File: config.mk
export PLATFORM = sky130hd
export DESIGN_NAME = lpsc_stop_ctrl
export DESIGN_NICKNAME = d
export VERILOG_FILES = /design/src/lpsc_stop_ctrl.v
export VERILOG_INCLUDE_DIRS = /design/src
export SDC_FILE = /design/constraint.sdc
export NUM_CORES = 1
export LEC_CHECK = 0
export ABC_AREA = 0
export BUFFER_PORTS_ARGS = -buffer_cell sky130_fd_sc_hd__buf_2
export CORE_ASPECT_RATIO = 0.8
export CORE_UTILIZATION = 52
export DETAILED_ROUTE_END_ITERATION = 8
export GPL_TIMING_DRIVEN = 0
export PLACE_DENSITY = 0.83
export SETUP_SLACK_MARGIN = 0.4
export SYNTH_ARGS = -nofsm -noshare
export SYNTH_HDL_FRONTEND = slang
export SYNTH_SLANG_ARGS = --single-unit
File: constraint.sdc
create_clock -name clock -period 2.25 [get_ports clock]
set_input_delay 0.1125 -clock clock [delete_from_list [all_inputs] [get_ports clock]]
set_output_delay 0.1125 -clock clock [all_outputs]
set_load 0.01 [all_outputs]
File: src/lpsc_map.vh
// register map and constants for the low-power stop mode controller
`ifndef LPSC_MAP_VH
`define LPSC_MAP_VH

// register word addresses (one per register, consecutive)
`define LPSC_ADDR_SYS_OPT      4'h0
`define LPSC_ADDR_PWR_CTRL_ONE 4'h1
`define LPSC_ADDR_PWR_CTRL_TWO 4'h2
`define LPSC_ADDR_DBG_CTRL     4'h3
`define LPSC_ADDR_CLK_CTRL     4'h4
`define LPSC_ADDR_STATUS       4'h5

// field positions
`define LPSC_BIT_STOP_EN       0
`define LPSC_BIT_LVD_EN        0
`define LPSC_BIT_LVD_STOP_EN   1
`define LPSC_BIT_PPD_SEL       0
`define LPSC_BIT_PPD_FLAG      1
`define LPSC_BIT_PPD_ACK       2
`define LPSC_BIT_DBG_EN        0
`define LPSC_BIT_IRCLK_EN      0
`define LPSC_BIT_IREF_STEN     1
`define LPSC_BIT_ERCLK_EN      2
`define LPSC_BIT_EREF_STEN     3
`define LPSC_BIT_HF_RANGE      4
`define LPSC_BIT_ADC_ACLK      5

// reset values
`define LPSC_RST_SYS_OPT       8'h01
`define LPSC_RST_PWR_ONE       8'h00
`define LPSC_RST_PWR_TWO       8'h00
`define LPSC_RST_DBG           8'h00
`define LPSC_RST_CLK           8'h00
// deep wake leaves the detector enabled
`define LPSC_POR_PWR_ONE       8'h01

// state codes
`define LPSC_ST_RUN            2'h0
`define LPSC_ST_SHALLOW        2'h1
`define LPSC_ST_DEEP           2'h2
`define LPSC_ST_BKGD           2'h3

`endif

File: src/lpsc_stop_ctrl.v
// low-power stop mode controller with avalon-mm register slave
//
// Functional notes
// (RULE_01) stop with stop enable clear raises illegal-opcode reset, no stop.
// (RULE_02) debug enabled selects shallow stop with debug clocks kept alive.
// (RULE_03) both detector enables: shallow stop, regulator on, select ignored.
// (RULE_04) otherwise power-down select 0 gives shallow, 1 gives deep stop.
// (RULE_05) both stop states halt internal clocks; reference clocks optional. The code lets them run in shallow stop only.
// (RULE_06) shallow stop preserves registers, ram and pin levels.
// (RULE_07) shallow exit on reset pin, irq pin or port a/b/d/j pins.
// (RULE_08) shallow exit on lvd, lvw, adc, comparator, rtc, can, serial wakes.
// (RULE_09) reset-pin exit takes reset vector; interrupt exit its own vector.
// (RULE_10) both detector enables at stop keep regulator active throughout.
// (RULE_11) debug enabled at stop keeps debug clock and full regulation.
// (RULE_12) stopped: status memory commands refused with stop/wait error.
// (RULE_13) background command in stop with debug on wakes to background.
// (RULE_14) deep stop powers down all but ram and latches pin controls.
// (RULE_15) deep stop exits only on reset pin or enabled rtc wake.
// (RULE_16) deep wake acts as power-on reset with low lvd trip point.
// (RULE_17) deep wake sets recovery flag; flag and latches hold until ack.
// (RULE_18) software restores port values before ack, else pins reset.
// (RULE_19) after ack, unenabled peripheral pins follow port registers.
// (RULE_20) any stop state gates all peripheral clocks, even with debug.
// (RULE_21) shallow: adc needs async clock and lvd; comparator needs lvd.
// (RULE_22) shallow: oscillator needs clock and stop enables; hf also lvd.
// (RULE_23) writing ack 1 clears recovery flag and opens latches together.
`timescale 1ns/1ps
`default_nettype none
`include "lpsc_map.vh"

module lpsc_stop_ctrl
#(
    parameter WAKE_W = 32
)
(
    input  wire              clock,
    input  wire              rst_n,
    // avalon-mm slave
    input  wire [3:0]        avs_address,
    input  wire              avs_read,
    input  wire              avs_write,
    input  wire [31:0]       avs_writedata,
    output reg  [31:0]       avs_readdata,
    output wire              avs_waitrequest,
    // core
    input  wire              stop_exec,
    output reg               illegal_op_reset,
    output reg               reset_vector_fetch,
    output reg               irq_vector_fetch,
    output reg               por_like_reset,
    output reg               lvd_low_trip_sel,
    // wake sources (pins, asynchronous)
    input  wire              reset_pin_n,
    input  wire              irq_pin,
    input  wire [WAKE_W-1:0] port_pin_irq,
    // internal wake events (same clock)
    input  wire              lvd_reset_evt,
    input  wire              lvw_irq_evt,
    input  wire              adc_done_irq,
    input  wire              cmp_irq,
    input  wire              rtc_irq,
    input  wire              rtc_enabled,
    input  wire              can_wake_irq,
    input  wire              serial_rx_irq,
    // debug command path
    input  wire              dbg_bkgd_cmd,
    input  wire              dbg_mem_status_cmd,
    output reg               dbg_mem_refused,
    output reg               dbg_err_stopwait,
    output wire              dbg_accept_all,
    // power and clock controls
    output wire              core_clk_en,
    output wire              periph_clk_en,
    output wire              dbg_clk_en,
    output wire              regulator_active,
    output wire              power_down_n,
    output wire              pin_latch_hold,
    output wire              ram_retain,
    output wire              ref_irclk_run,
    output wire              ref_erclk_run,
    output wire              adc_run_in_stop,
    output wire              cmp_run_in_stop,
    output wire              state_is_deep
);

    // ****************************************************************
    // registers
    // ****************************************************************
    reg  [7:0]        sys_opt_ff;
    reg  [7:0]        pwr_one_ff;
    reg               ppd_sel_ff;
    reg               ppd_flag_ff;
    reg  [7:0]        dbg_ff;
    reg  [7:0]        clk_ff;
    reg  [1:0]        state_ff;
    reg  [1:0]        nxt_state;
    reg               reg_on_ff;
    reg               dbg_keep_ff;
    reg               ack_ff;

    // ****************************************************************
    // pin synchronisers
    // ****************************************************************
    // three stages; a level change counts only once stages two and three
    // agree, and the held value bridges the cycle in which they differ
    reg  [WAKE_W+1:0] sync1_ff;
    reg  [WAKE_W+1:0] sync2_ff;
    reg  [WAKE_W+1:0] sync3_ff;
    reg  [WAKE_W+1:0] hold_ff;
    wire [WAKE_W+1:0] pin_raw;
    wire [WAKE_W+1:0] pin_val;

    assign pin_raw = {~reset_pin_n, irq_pin, port_pin_irq};

    genvar gi;
    generate
        for (gi = 0; gi < WAKE_W + 2; gi = gi + 1)
        begin : g_sync
            assign pin_val[gi] = (sync2_ff[gi] & sync3_ff[gi])
                               | (hold_ff[gi] & (sync2_ff[gi] | sync3_ff[gi]));
        end
    endgenerate

    always @(posedge clock or negedge rst_n)
    begin
        if (!rst_n)
        begin
            sync1_ff <= {(WAKE_W+2){1'b0}};
            sync2_ff <= {(WAKE_W+2){1'b0}};
            sync3_ff <= {(WAKE_W+2){1'b0}};
            hold_ff  <= {(WAKE_W+2){1'b0}};
        end
        else
        begin
            sync1_ff <= pin_raw;
            sync2_ff <= sync1_ff;
            sync3_ff <= sync2_ff;
            hold_ff  <= pin_val;
        end
    end

    wire rst_pin_act = pin_val[WAKE_W+1];
    wire pin_wake    = pin_val[WAKE_W] | (|pin_val[WAKE_W-1:0]); // RULE_07
    wire int_wake    = lvw_irq_evt | adc_done_irq | cmp_irq | rtc_irq
                     | can_wake_irq | serial_rx_irq; // RULE_08

    // ****************************************************************
    // mode selection
    // ****************************************************************
    wire stop_en = sys_opt_ff[`LPSC_BIT_STOP_EN];
    wire dbg_en  = dbg_ff[`LPSC_BIT_DBG_EN];
    wire lvd_en  = pwr_one_ff[`LPSC_BIT_LVD_EN];
    wire lvd_all = lvd_en & pwr_one_ff[`LPSC_BIT_LVD_STOP_EN];
    wire in_stop = (state_ff == `LPSC_ST_SHALLOW) |
                   (state_ff == `LPSC_ST_DEEP);
    wire shallow = (state_ff == `LPSC_ST_SHALLOW);
    wire deep    = (state_ff == `LPSC_ST_DEEP);
    wire stop_go = stop_exec & (state_ff == `LPSC_ST_RUN);
    // only the reset pin or an enabled rtc event may end the deep state
    wire deep_wake = rst_pin_act | (rtc_irq & rtc_enabled); // RULE_15
    wire sh_exit   = rst_pin_act | pin_wake | int_wake | lvd_reset_evt;
    wire bkgd_go   = dbg_bkgd_cmd & dbg_en; // RULE_13

    always @*
    begin
        nxt_state = state_ff;
        case (state_ff)
            `LPSC_ST_RUN:
            begin
                if (stop_exec & stop_en)
                begin
                    if (dbg_en | lvd_all)
                        nxt_state = `LPSC_ST_SHALLOW; // RULE_02 RULE_03
                    else if (ppd_sel_ff)
                        nxt_state = `LPSC_ST_DEEP; // RULE_04
                    else
                        nxt_state = `LPSC_ST_SHALLOW; // RULE_04
                end
            end
            `LPSC_ST_SHALLOW:
            begin
                if (dbg_bkgd_cmd & dbg_en)
                    nxt_state = `LPSC_ST_BKGD; // RULE_13
                else if (sh_exit)
                    nxt_state = `LPSC_ST_RUN; // RULE_07 RULE_08
            end
            `LPSC_ST_DEEP:
            begin
                if (deep_wake)
                    nxt_state = `LPSC_ST_RUN; // RULE_15
            end
            default:
            begin
                nxt_state = `LPSC_ST_BKGD;
            end
        endcase
    end

    always @(posedge clock or negedge rst_n)
    begin
        if (!rst_n)
        begin
            state_ff           <= `LPSC_ST_RUN;
            reg_on_ff          <= 1'b1;
            dbg_keep_ff        <= 1'b0;
            illegal_op_reset   <= 1'b0;
            reset_vector_fetch <= 1'b0;
            irq_vector_fetch   <= 1'b0;
            por_like_reset     <= 1'b0;
            dbg_mem_refused    <= 1'b0;
            dbg_err_stopwait   <= 1'b0;
        end
        else
        begin
            state_ff         <= nxt_state;
            illegal_op_reset <= stop_go & ~stop_en; // RULE_01
            if (stop_go & stop_en)
            begin
                reg_on_ff   <= dbg_en | lvd_all; // RULE_10 RULE_11
                dbg_keep_ff <= dbg_en; // RULE_11
            end
            else if (nxt_state == `LPSC_ST_RUN)
            begin
                reg_on_ff   <= 1'b1;
                dbg_keep_ff <= 1'b0;
            end
            // reset pin wins over interrupts for the vector choice
            // in shallow stop a background command in the same cycle takes precedence
            reset_vector_fetch <= (shallow & rst_pin_act & ~bkgd_go)
                                | (deep & deep_wake); // RULE_09 RULE_16
            irq_vector_fetch   <= shallow & ~rst_pin_act & sh_exit
                                & ~bkgd_go; // RULE_09
            por_like_reset     <= deep & deep_wake; // RULE_16
            dbg_mem_refused    <= in_stop & dbg_mem_status_cmd; // RULE_12
            dbg_err_stopwait   <= in_stop & dbg_mem_status_cmd; // RULE_12
        end
    end

    // ****************************************************************
    // power, clock and pin-latch controls
    // ****************************************************************
    assign state_is_deep    = deep;
    assign dbg_accept_all   = (state_ff == `LPSC_ST_BKGD); // RULE_13
    assign core_clk_en      = ~in_stop; // RULE_05 RULE_06
    assign periph_clk_en    = ~in_stop; // RULE_20
    assign dbg_clk_en       = ~in_stop | dbg_keep_ff; // RULE_11
    assign regulator_active = ~in_stop | reg_on_ff; // RULE_10
    assign power_down_n     = ~deep; // RULE_14
    // ram is never powered down
    assign ram_retain       = 1'b1;
    // latches close on deep entry and open only on the ack write
    assign pin_latch_hold   = deep | ppd_flag_ff; // RULE_14 RULE_17 RULE_19
    assign ref_irclk_run    = ~in_stop | (shallow & clk_ff[`LPSC_BIT_IRCLK_EN]
                              & clk_ff[`LPSC_BIT_IREF_STEN]); // RULE_05
    assign ref_erclk_run    = ~in_stop | (shallow & clk_ff[`LPSC_BIT_ERCLK_EN]
                              & clk_ff[`LPSC_BIT_EREF_STEN]
                              & (~clk_ff[`LPSC_BIT_HF_RANGE]
                              | lvd_en)); // RULE_22
    assign adc_run_in_stop  = shallow & clk_ff[`LPSC_BIT_ADC_ACLK]
                              & lvd_en; // RULE_21
    assign cmp_run_in_stop  = shallow & lvd_en; // RULE_21

    // ****************************************************************
    // register slave
    // ****************************************************************
    wire wr = avs_write;
    wire rd = avs_read;
    wire wr_ack = wr & (avs_address == `LPSC_ADDR_PWR_CTRL_TWO)
                & avs_writedata[`LPSC_BIT_PPD_ACK];

    // one wait state on every access; read data is loaded during it
    assign avs_waitrequest = (wr | rd) & ~ack_ff;

    always @(posedge clock or negedge rst_n)
    begin
        if (!rst_n)
        begin
            ack_ff       <= 1'b0;
            avs_readdata <= 32'h0000_0000;
            sys_opt_ff   <= `LPSC_RST_SYS_OPT;
            pwr_one_ff   <= `LPSC_RST_PWR_ONE;
            ppd_sel_ff   <= 1'b0;
            ppd_flag_ff  <= 1'b0;
            dbg_ff       <= `LPSC_RST_DBG;
            clk_ff       <= `LPSC_RST_CLK;
            lvd_low_trip_sel <= 1'b0;
        end
        else
        begin
            ack_ff <= (wr | rd) & ~ack_ff;
            if (deep & deep_wake)
            begin
                // power-on style reset of control registers
                sys_opt_ff  <= `LPSC_RST_SYS_OPT; // RULE_16
                pwr_one_ff  <= `LPSC_POR_PWR_ONE; // RULE_16
                ppd_sel_ff  <= 1'b0;
                dbg_ff      <= `LPSC_RST_DBG;
                clk_ff      <= `LPSC_RST_CLK;
                lvd_low_trip_sel <= 1'b1; // RULE_16
                ppd_flag_ff <= 1'b1; // RULE_17
            end
            else
            begin
                // writes commit at the edge after the one that ends the wait state,
                // the same edge at which the master sees the answer
                if (wr & ack_ff)
                begin
                    if (avs_address == `LPSC_ADDR_SYS_OPT)
                        sys_opt_ff <= avs_writedata[7:0];
                    else if (avs_address == `LPSC_ADDR_PWR_CTRL_ONE)
                        pwr_one_ff <= avs_writedata[7:0];
                    else if (avs_address == `LPSC_ADDR_PWR_CTRL_TWO)
                        ppd_sel_ff <= avs_writedata[`LPSC_BIT_PPD_SEL];
                    else if (avs_address == `LPSC_ADDR_DBG_CTRL)
                        dbg_ff <= avs_writedata[7:0];
                    else if (avs_address == `LPSC_ADDR_CLK_CTRL)
                        clk_ff <= avs_writedata[7:0];
                end
                if (wr_ack & ack_ff)
                    ppd_flag_ff <= 1'b0; // RULE_23 RULE_17
            end
            if (rd & ~ack_ff)
            begin
                if (avs_address == `LPSC_ADDR_SYS_OPT)
                    avs_readdata <= {24'h000000, sys_opt_ff};
                else if (avs_address == `LPSC_ADDR_PWR_CTRL_ONE)
                    avs_readdata <= {24'h000000, pwr_one_ff};
                else if (avs_address == `LPSC_ADDR_PWR_CTRL_TWO)
                    avs_readdata <= {29'h00000000, 1'b0, ppd_flag_ff,
                                     ppd_sel_ff};
                else if (avs_address == `LPSC_ADDR_DBG_CTRL)
                    avs_readdata <= {24'h000000, dbg_ff};
                else if (avs_address == `LPSC_ADDR_CLK_CTRL)
                    avs_readdata <= {24'h000000, clk_ff};
                else if (avs_address == `LPSC_ADDR_STATUS)
                    avs_readdata <= {30'h00000000, state_ff};
                else
                    avs_readdata <= 32'h0000_0000;
            end
        end
    end

endmodule
`default_nettype wire

; After elaboration in Yosys (flattened, before gate mapping)
; Cells that the tools add are included.
[word_totals]
mem_bits_rw = 0
romBits = 0
latchBits = 0
register_bits = 213
wordCells = 286
n_memories = 0
out_inout_bits = 53
[classes]
n_mul = 0
shifts = 0
n_lt_le_gt_ge = 0
n_div = 0
n_mux = 44
reduce_logical = 17
eq_ne = 12
n_addsub = 0
bitwise_logic = 192
[ops]
columns = op, n
row1 = $mux 8, 25
row2 = $and 1x1->1, 96
row3 = $or 1x1->1, 88
row4 = $reduce_or 32->1, 1
row5 = $reduce_bool 2->1, 8
row6 = $mux 2, 7
row7 = $mux 1, 11
row8 = $eq 4x2->1 const B, 2
row9 = $eq 4x3->1 const B, 2
row10 = $ne 2x2->1 const B, 4
row11 = $not 1->1, 8
row12 = $pmux 2 s3, 1
row13 = $reduce_and 6->1, 1
row14 = $reduce_and 5->1, 1
row15 = $eq 2x2->1 const B, 2
row16 = $eq 4x1->1 const B, 1
row17 = $logic_not 2->1, 2
row18 = $logic_not 4->1, 1
row19 = $reduce_and 4->1, 1
row20 = $reduce_and 3->1, 1
row21 = $eq 2x1->1 const B, 1
row22 = $reduce_and 2->1, 1

; Depth between registers and ports, before layout
; Gate-level depths: netlist (run 1).
[logic_depth]
word_depth = 14
ltp_mapped = 8
ltp_nobuf = 7

; Worst setup path after synthesis (run 1)
; No wires, ideal clock.
[synth_path]
kind = register to register
from = register hold_ff[2]
to = register irq_vector_fetch
setup_slack_ps = 223
path_buffers = 0
setup_ps = 121
t_required_ps = 2129
arrival_ps = 1906
stages_incl_launch_ff = 7
cell_sequence = dfrtp_1 -> maj3_2 -> or4_4 -> nor4_4 -> nand3_1 -> or2_1 -> and4b_1
[synth_via]
elab_chain_cells = 9
[synth_rtl]
columns = element, line_no
row1 = "start, declared", lpsc_stop_ctrl.v:109  ; reg [WAKE_W+1:0] hold_ff;
row2 = "start signal, assigned", lpsc_stop_ctrl.v:131  ; hold_ff <= {(WAKE_W+2){1'b0}};
row3 = "start signal, assigned", lpsc_stop_ctrl.v:138  ; hold_ff <= pin_val;
row4 = $and 1x1->1, lpsc_stop_ctrl.v:120  ; | (hold_ff[gi] & (sync2_ff[gi] | sync3_ff[gi]));
row5 = $or 1x1->1, lpsc_stop_ctrl.v:120
row6 = named net pin_val[2], lpsc_stop_ctrl.v:111  ; wire [WAKE_W+1:0] pin_val;
row7 = $reduce_or 32->1, lpsc_stop_ctrl.v:143  ; wire pin_wake = pin_val[WAKE_W] | (|pin_val[WAKE_W-1:0]);
row8 = $or 1x1->1, lpsc_stop_ctrl.v:143
row9 = $or 1x1->1 (3 in a row), lpsc_stop_ctrl.v:161  ; wire sh_exit = rst_pin_act | pin_wake | int_wake | lvd_reset_evt;
row10 = $and 1x1->1, lpsc_stop_ctrl.v:231  ; irq_vector_fetch <= shallow & ~rst_pin_act & sh_exit
row11 = $and 1x1->1, lpsc_stop_ctrl.v:232  ; & ~bkgd_go;
row12 = "end signal, assigned", lpsc_stop_ctrl.v:231
row13 = "end, declared", lpsc_stop_ctrl.v:49  ; output reg irq_vector_fetch,
; The timed path passes the listed nets, and every way through them passes these cells.
; A chain may end at the register's enable or synchronous reset.

; Worst setup path after layout (run 1)
[layout_path]
from = register sync2_ff[2]
to = register irq_vector_fetch
[layout_via]
elab_chain_cells = 10
word_cells_on_any_way = 11
cone_classes = bitwise: 10 / reduce/logical: 1
[layout_rtl]
columns = element, line_no
row1 = "start, declared", lpsc_stop_ctrl.v:107  ; reg [WAKE_W+1:0] sync2_ff;
row2 = "start signal, assigned", lpsc_stop_ctrl.v:129  ; sync2_ff <= {(WAKE_W+2){1'b0}};
row3 = "start signal, assigned", lpsc_stop_ctrl.v:136  ; sync2_ff <= sync1_ff;
row4 = $or 1x1->1, lpsc_stop_ctrl.v:120
row5 = $and 1x1->1, lpsc_stop_ctrl.v:120
row6 = $or 1x1->1 (*), lpsc_stop_ctrl.v:120
row7 = named net pin_val[2], lpsc_stop_ctrl.v:111
row8 = $reduce_or 32->1 (*), lpsc_stop_ctrl.v:143
row9 = $or 1x1->1 (*), lpsc_stop_ctrl.v:143
row10 = $or 1x1->1 (*) (3 in a row), lpsc_stop_ctrl.v:161
row11 = $and 1x1->1 (*), lpsc_stop_ctrl.v:231
row12 = $and 1x1->1 (*), lpsc_stop_ctrl.v:232
; The timed path passes the listed nets; every way through them passes the cells marked *.

==> qor.txt, run 1 <==
Status: finished, final reports clean
Actual slew at the worst max-slew pin: 0.950 ns
Total Die Area: 13400 um^2
Drt pass-1 iters: 5
Final Wtd Congestion: 0.852
Detail Route Antenna Nets: 0
Root buffer cell: clkbuf_16
TritonCTS clock tree: yes
Syn Area/Cell: 14.0 um^2
Most common cell after layout, fill and taps aside: dfrtp_1
CTS max path bufs: 2
Routed wire per std cell: 15.5 um
Die width: 129 um
Clk_lat worst skew: 0.44 ns
Clock-pin slew on the worst setup and hold paths: 0.08 ns
Nets: 747
Area of the core: 12400 um^2
Main synth FF type: dfrtp_1
Clock buffer count from CTS: 17
Distinct cells, synth: 50
Pwr Density: 991 nW/um^2
Slew headroom: 36.5%
Peak supply drop: 0.674 mV
FMAX: 0.466 GHz
Worst R2R Path Depth: 6
Number of synthesized register bits: 189
Endpoints failing setup: 0
Post-route setup slack: 0.105 ns
Vias post-DR: 4156
Max Transition Viols Final: 0
Inserted Diodes: 0
Final period util: 95.4%
I/O pins: 138
Critical path peak fanout: 3
Seq/Total Area, Yosys: 70.5%
Worst Path Arrival: 2.48 ns
Worst hold-check path type: input pin to flip-flop
Reg area: 4730 um^2
RSZ-0062 raised after global routing: true
Number of enable flip-flop cells after synthesis: 0
Tot GR Track Use: 21.6%
CP startpoint kind: flip-flop
Crit Path Category: flip-flop to flip-flop
Layout area overhead: 28.2%
CP startpoint: sync2_ff[2]
WL final: 13000 um
Grt met1 use: 28.3%
Congestion Overflow GR: 0
Hold WS: 0.0169 ns
First-pass GRT wire length: 21300 um
Initial Util: 54.2%
Setup WS pre-CTS: 0.0655 ns
Share of cells above drive strength 1: 27.7%
Iteration-0 DRC Markers: 223
Syn Std Cell Area: 6710 um^2
Req. time, crit path: 2.58 ns
Leakage Power: 3.97 nW
Final min period: 2.15 ns
GR Util met3: 5.63%
Max-cap violation count: 0
Num rows: 36
Crit path to: irq_vector_fetch
Most frequent cells in the layout: dfrtp_1 (185), buf_2 (88), dlygate4sd3_1 (45)
DRC Markers: 0
CP Capture Type: flip-flop
RR Startpoint: sync2_ff[2]
Ys Warns: 0
Clk_skew: 0.0114 ns
Finished Core Util: 69.5%
Vias in the first global route: 4276
Asr flop ratio synth: 100%
Global routing usage on met2: 34.1%
PnR Total Power: 0.00853 W
IO buf count: 86
Antenna violations before repair: 0
# clock sinks: 189
H-tree depth: 4
# fillers: 843
R2R Path End: irq_vector_fetch
Largest net degree at the start of global routing: 118
Hold Vio Cnt, Final: 0
Die height: 104 um
Cells after synthesis: 479
Post-DP HPWL: 8400 um
R2R setup slack: 0.10 ns
Multi-input gate area: 1830 um^2
Routed vias/inst: 4.94
GRT Max-Usage Layer: met2
[synthesized netlist by cell type, drive strengths merged, types with 5 or more instances]
cell	instances	share of area [%]
dfrtp	187	70
mux2i	44	6.6
nor2	43	2.4
nand2	35	2.0
buf	33	3.5
maj3	28	4.4
o21ai	20	1.5
a22oi	7	0.78
nand3	7	0.52
a21oi	6	0.45
o22a	6	0.78
clkbuf	5	0.28
inv	5	0.28
[area by class of cell]
class	instances	area share [%]
inverter	5	0.218
clock buffer	17	4.94
tap	171	2.49
multi-input combinational	270	21.3
timing repair buffer	137	11.1
clock inverter	15	1.95
buffer	38	3.01
sequential	189	55.0
[registers in the layout, indices dropped and copies added (netlist names)]
name                flops
ppd_sel_ff              1
irq_vector_fetch        1
sync1_ff               34
sync2_ff               34
ppd_flag_ff             1
dbg_ff                  8
lvd_low_trip_sel        1
avs_readdata            8
illegal_op_reset        1
dbg_keep_ff             1
ack_ff                  1
clk_ff                  8
dbg_err_stopwait        1
pwr_one_ff              8
state_ff                2
sync3_ff               34
reset_vector_fetch      1
reg_on_ff               1
por_like_reset          1
hold_ff                34
sys_opt_ff              8
[worst max-delay path, stage by stage, from the launching register on]
cell     delay, ns
dfrtp_1       0.39
maj3_2        0.32
or4_4         0.55
nor4_4        0.24
nand3_1       0.11
or2_4         0.25
and4b_1       0.19
[worst min path at each step]
stage | startpoint | endpoint | slack, ns | depth (start not counted)
floorplan | rst_n | ack_ff | -0.18 | 0
global placement | port_pin_irq[30] | sync1_ff[30] | 0.22 | 1
detailed placement | rst_n | sync3_ff[24] | 0.09 | 1
CTS | avs_writedata[2] | dbg_ff[2] | 0.008 | 3
global route | avs_writedata[2] | ppd_flag_ff | 0.02 | 3
finish | avs_writedata[2] | dbg_ff[2] | 0.02 | 3
[where the power goes]
group,total (W),switching [W],internal [W]
combinational,0.00142,0.000765,0.000656
clock,0.00294,0.00144,0.00150
sequential,0.00417,0.000299,0.00387
[layer usage]
| metal | part of all wire, % | vias to the layer above |
|---|---|---|
| li1 | - | 1953 |
| met1 | 45 | 2041 |
| met2 | 48 | 140 |
| met3 | 5.5 | 22 |
| met4 | 1.9 | 0 |
| met5 | 0 | - |
[through the flow]
step,instance area (um^2),cells,setup TNS [ns]
floorplan,6800,502,0
global placement,7440,759,-300.89
detailed placement,7480,760,0
CTS,8570,841,0
global route,8610,842,-0.0224
finish,8610,842,0
[cells by family after synthesis]
group                    Yosys count  synth area share (%)
other                              2                 0.112
AO/OA/AOI/OAI                     48                  4.60
buffers and inverters             43                  4.08
adder cells (fa/ha/maj)           32                  5.11
AND/OR/NAND/NOR                  121                  9.02
multiplexers                      44                  6.56
flip-flops                       189                  70.5
[timing repair]
| item | CTS | global route |
|---|---|---|
| pin swaps | 1 | 1 |
| setup endpoints to repair | 41 | 38 |
| hold buffers | 45 | 0 |
| hold endpoints to repair | 132 | 0 |
| setup buffers | 4 | 1 |
| resized for setup | 8 | 9 |
(Power assumes the default switching activity.)
==> run 2, diff against run 1 <==
--- a/config.mk
+++ b/config.mk
@@ -8,11 +8,12 @@
 export LEC_CHECK = 0
 export ABC_AREA = 0
 export BUFFER_PORTS_ARGS = -buffer_cell sky130_fd_sc_hd__buf_2
-export CORE_ASPECT_RATIO = 0.8
+export CORE_ASPECT_RATIO = 0.9
 export CORE_UTILIZATION = 52
 export DETAILED_ROUTE_END_ITERATION = 8
 export GPL_TIMING_DRIVEN = 0
 export PLACE_DENSITY = 0.83
+export REMOVE_ABC_BUFFERS = 1
 export SETUP_SLACK_MARGIN = 0.4
 export SYNTH_ARGS = -nofsm -noshare
 export SYNTH_HDL_FRONTEND = slang
==> run 2 against run 1 <==
Wire length down 1.5%. Flip-flop and latch count is the same. Global-route usage shrank 0.31 points. Critical path type unchanged. Largest cell class unchanged. Highest routed layer is now met5.
==> qor.txt, run 2 (same netlist as run 1, synthesis figures left out) <==
Initial Util: 54.5% (+0.32 points)
Placed Cells: 714 (-6.1%)
Worst Path Arrival: 2.47 ns (about the same)
Max Transition Viols Final: 0 (unchanged)
Peak supply drop: 0.623 mV (-7.7%)
FMAX: 0.463 GHz (-0.70%)
Max-cap violation count: 0 (unchanged)
Drt pass-1 iters: 4 (-1)
RSZ-0062 raised after global routing: true
Post-DP HPWL: 8000 um (-4.8%)
Nets: 712 (-4.7%)
R2R setup slack: 0.09 ns (-0.02 ns)
Most frequent cells in the layout: dfrtp_1 (186), buf_2 (87), mux2i_1 (44), dlygate4sd3_1 (44), nor2_1 (40)
Final period util: 96.0% (+0.67 points)
Routed wire per std cell: 16.1 um (+4.0%)
CP startpoint kind: flip-flop
HP Start: avs_writedata[2]
R2R Path End: irq_vector_fetch
IO buf count: 88 (+2.3%)
Critical path peak fanout: 3 (unchanged)
Actual slew at the worst max-slew pin: 0.697 ns (-0.254 ns)
RR Startpoint: sync3_ff[4]
Hold WS: 0.0162 ns (-0.000713 ns)
Hold Vio Cnt, Final: 0 (unchanged)
Share of cells above drive strength 1: 24.2% (-3.5 points)
Worst R2R Path Depth: 6 (unchanged)
Status: finished, final reports clean
Congestion Overflow GR: 0 (unchanged)
# clock sinks: 189 (unchanged)
Clock buffer count from CTS: 17 (unchanged)
Final Wtd Congestion: 0.807 (-5.2%)
Hold Path Cell Cnt: 3 (unchanged)
TritonCTS clock tree: yes
Vias in the first global route: 4220 (-1.3%)
DRC Markers: 0 (unchanged)
Detail Route Antenna Nets: 0 (unchanged)
Slew headroom: 53.5% (+17 points)
Antenna violations before repair: 2 (+2)
Final min period: 2.16 ns (+0.0152 ns)
Vias post-DR: 4062 (-2.3%)
Clk_skew: 0.00865 ns (-0.00275 ns)
CTS max path bufs: 2 (unchanged)
Total Die Area: 13400 um^2 (about the same)
Most common cell after layout, fill and taps aside: dfrtp_1
Clk_lat worst skew: 0.42 ns (-0.02 ns)
Num rows: 38 (+5.6%)
Largest net degree at the start of global routing: 112 (-5.1%)
Req. time, crit path: 2.56 ns (-0.02 ns)
Worst hold-check path type: input pin to flip-flop
Iteration-0 DRC Markers: 303 (+36%)
Endpoints failing setup: 0 (unchanged)
WL final: 12800 um (-1.5%)
Layout area overhead: 24.6%
# fillers: 843 (unchanged)
First-pass GRT wire length: 20900 um (-1.7%)
Tot GR Track Use: 21.3% (-0.31 points)
Routed vias/inst: 5.10 (+3.3%)
Clock-pin slew on the worst setup and hold paths: 0.07 ns (about the same)
Pwr Density: 1010 nW/um^2 (+1.6%)
Leakage Power: 3.82 nW (-3.8%)
Die width: 122 um (-5.6%)
CP Capture Type: flip-flop
Crit Path Category: flip-flop to flip-flop
Hold EP: clk_ff[2]
I/O pins: 138 (unchanged)
Die height: 110 um (+5.9%)
Fin cells: 797 (-5.3%)
Root buffer cell: clkbuf_16
H-tree depth: 4 (unchanged)
Area of the core: 12300 um^2 (-0.59%)
## run 2: repair_timing
action | in CTS | in global routing
pin swaps | 5 | 5
setup endpoints to repair | 35 | 34
buffers inserted | 2 | 4
hold buffers | 44 | 0
gates resized for setup | 4 | 6
endpoints found under the hold margin | 129 | 0
## run 2: area by class of cell
cell class,instances,area [um^2],share of cell area [%]
sequential,189,4730,56.6
multi-input combinational,270,1830,21.9
timing repair buffer,140,978,11.7
clock buffer,21,470,5.63
tap,160,200,2.39
clock inverter,11,124,1.48
inverter,5,18.8,0.224
antenna,1,2.50,0.0299
## run 2: critical path, cell delays in order (launching register included)
cell     delay, ns
dfrtp_1       0.39
maj3_4        0.35
or4_4         0.50
nor4_4        0.24
nand3_1       0.11
or2_4         0.25
and4b_1       0.19
## run 2: report_power, final
part	internal, W	leakage, nW	switching, W
clock network	0.00165	0.289	0.00128
logic	0.000579	1.25	0.000730
registers	0.00387	2.28	0.000302
## run 2: worst max-delay path by stage
stage / to / slack (ns) / startpoint
after floorplan: lvd_low_trip_sel / -0.04 / state_ff[0]
after global placement: pwr_one_ff[6] / -1.65 / rst_n
after detailed placement: clk_ff[5] / -0.24 / avs_address[0]
after CTS: irq_vector_fetch / 0.07 / sync2_ff[2]
after global routing: irq_vector_fetch / 0.0008 / sync2_ff[3]
final: irq_vector_fetch / 0.09 / sync3_ff[4]
## run 2: per-stage QoR
stage	power (W)	utilization, %	cell area (um^2)	TNS, ns	setup WS [ns]
after CTS	0.00846	67.5	8310	0	0.0701
after floorplan	0.00487	-	6540	-0.0459	-0.0431
after global routing	0.00887	67.9	8360	0	0.000751
after global placement	0.00533	58.3	7180	-328.76	-1.65
final	0.00842	67.9	8360	0	0.0895
after detailed placement	0.00542	58.8	7240	-1.64	-0.240
## run 2: metal layers
layer / share of wire, % / GRT usage, % / vias to the layer above
li1: - / - / 1892
met2: 50 / 35.4 / 126
met3: 5.0 / 5.91 / 24
met1: 43 / 26.3 / 2018
met5: 0.062 / 0 / -
met4: 2.2 / 8.73 / 2
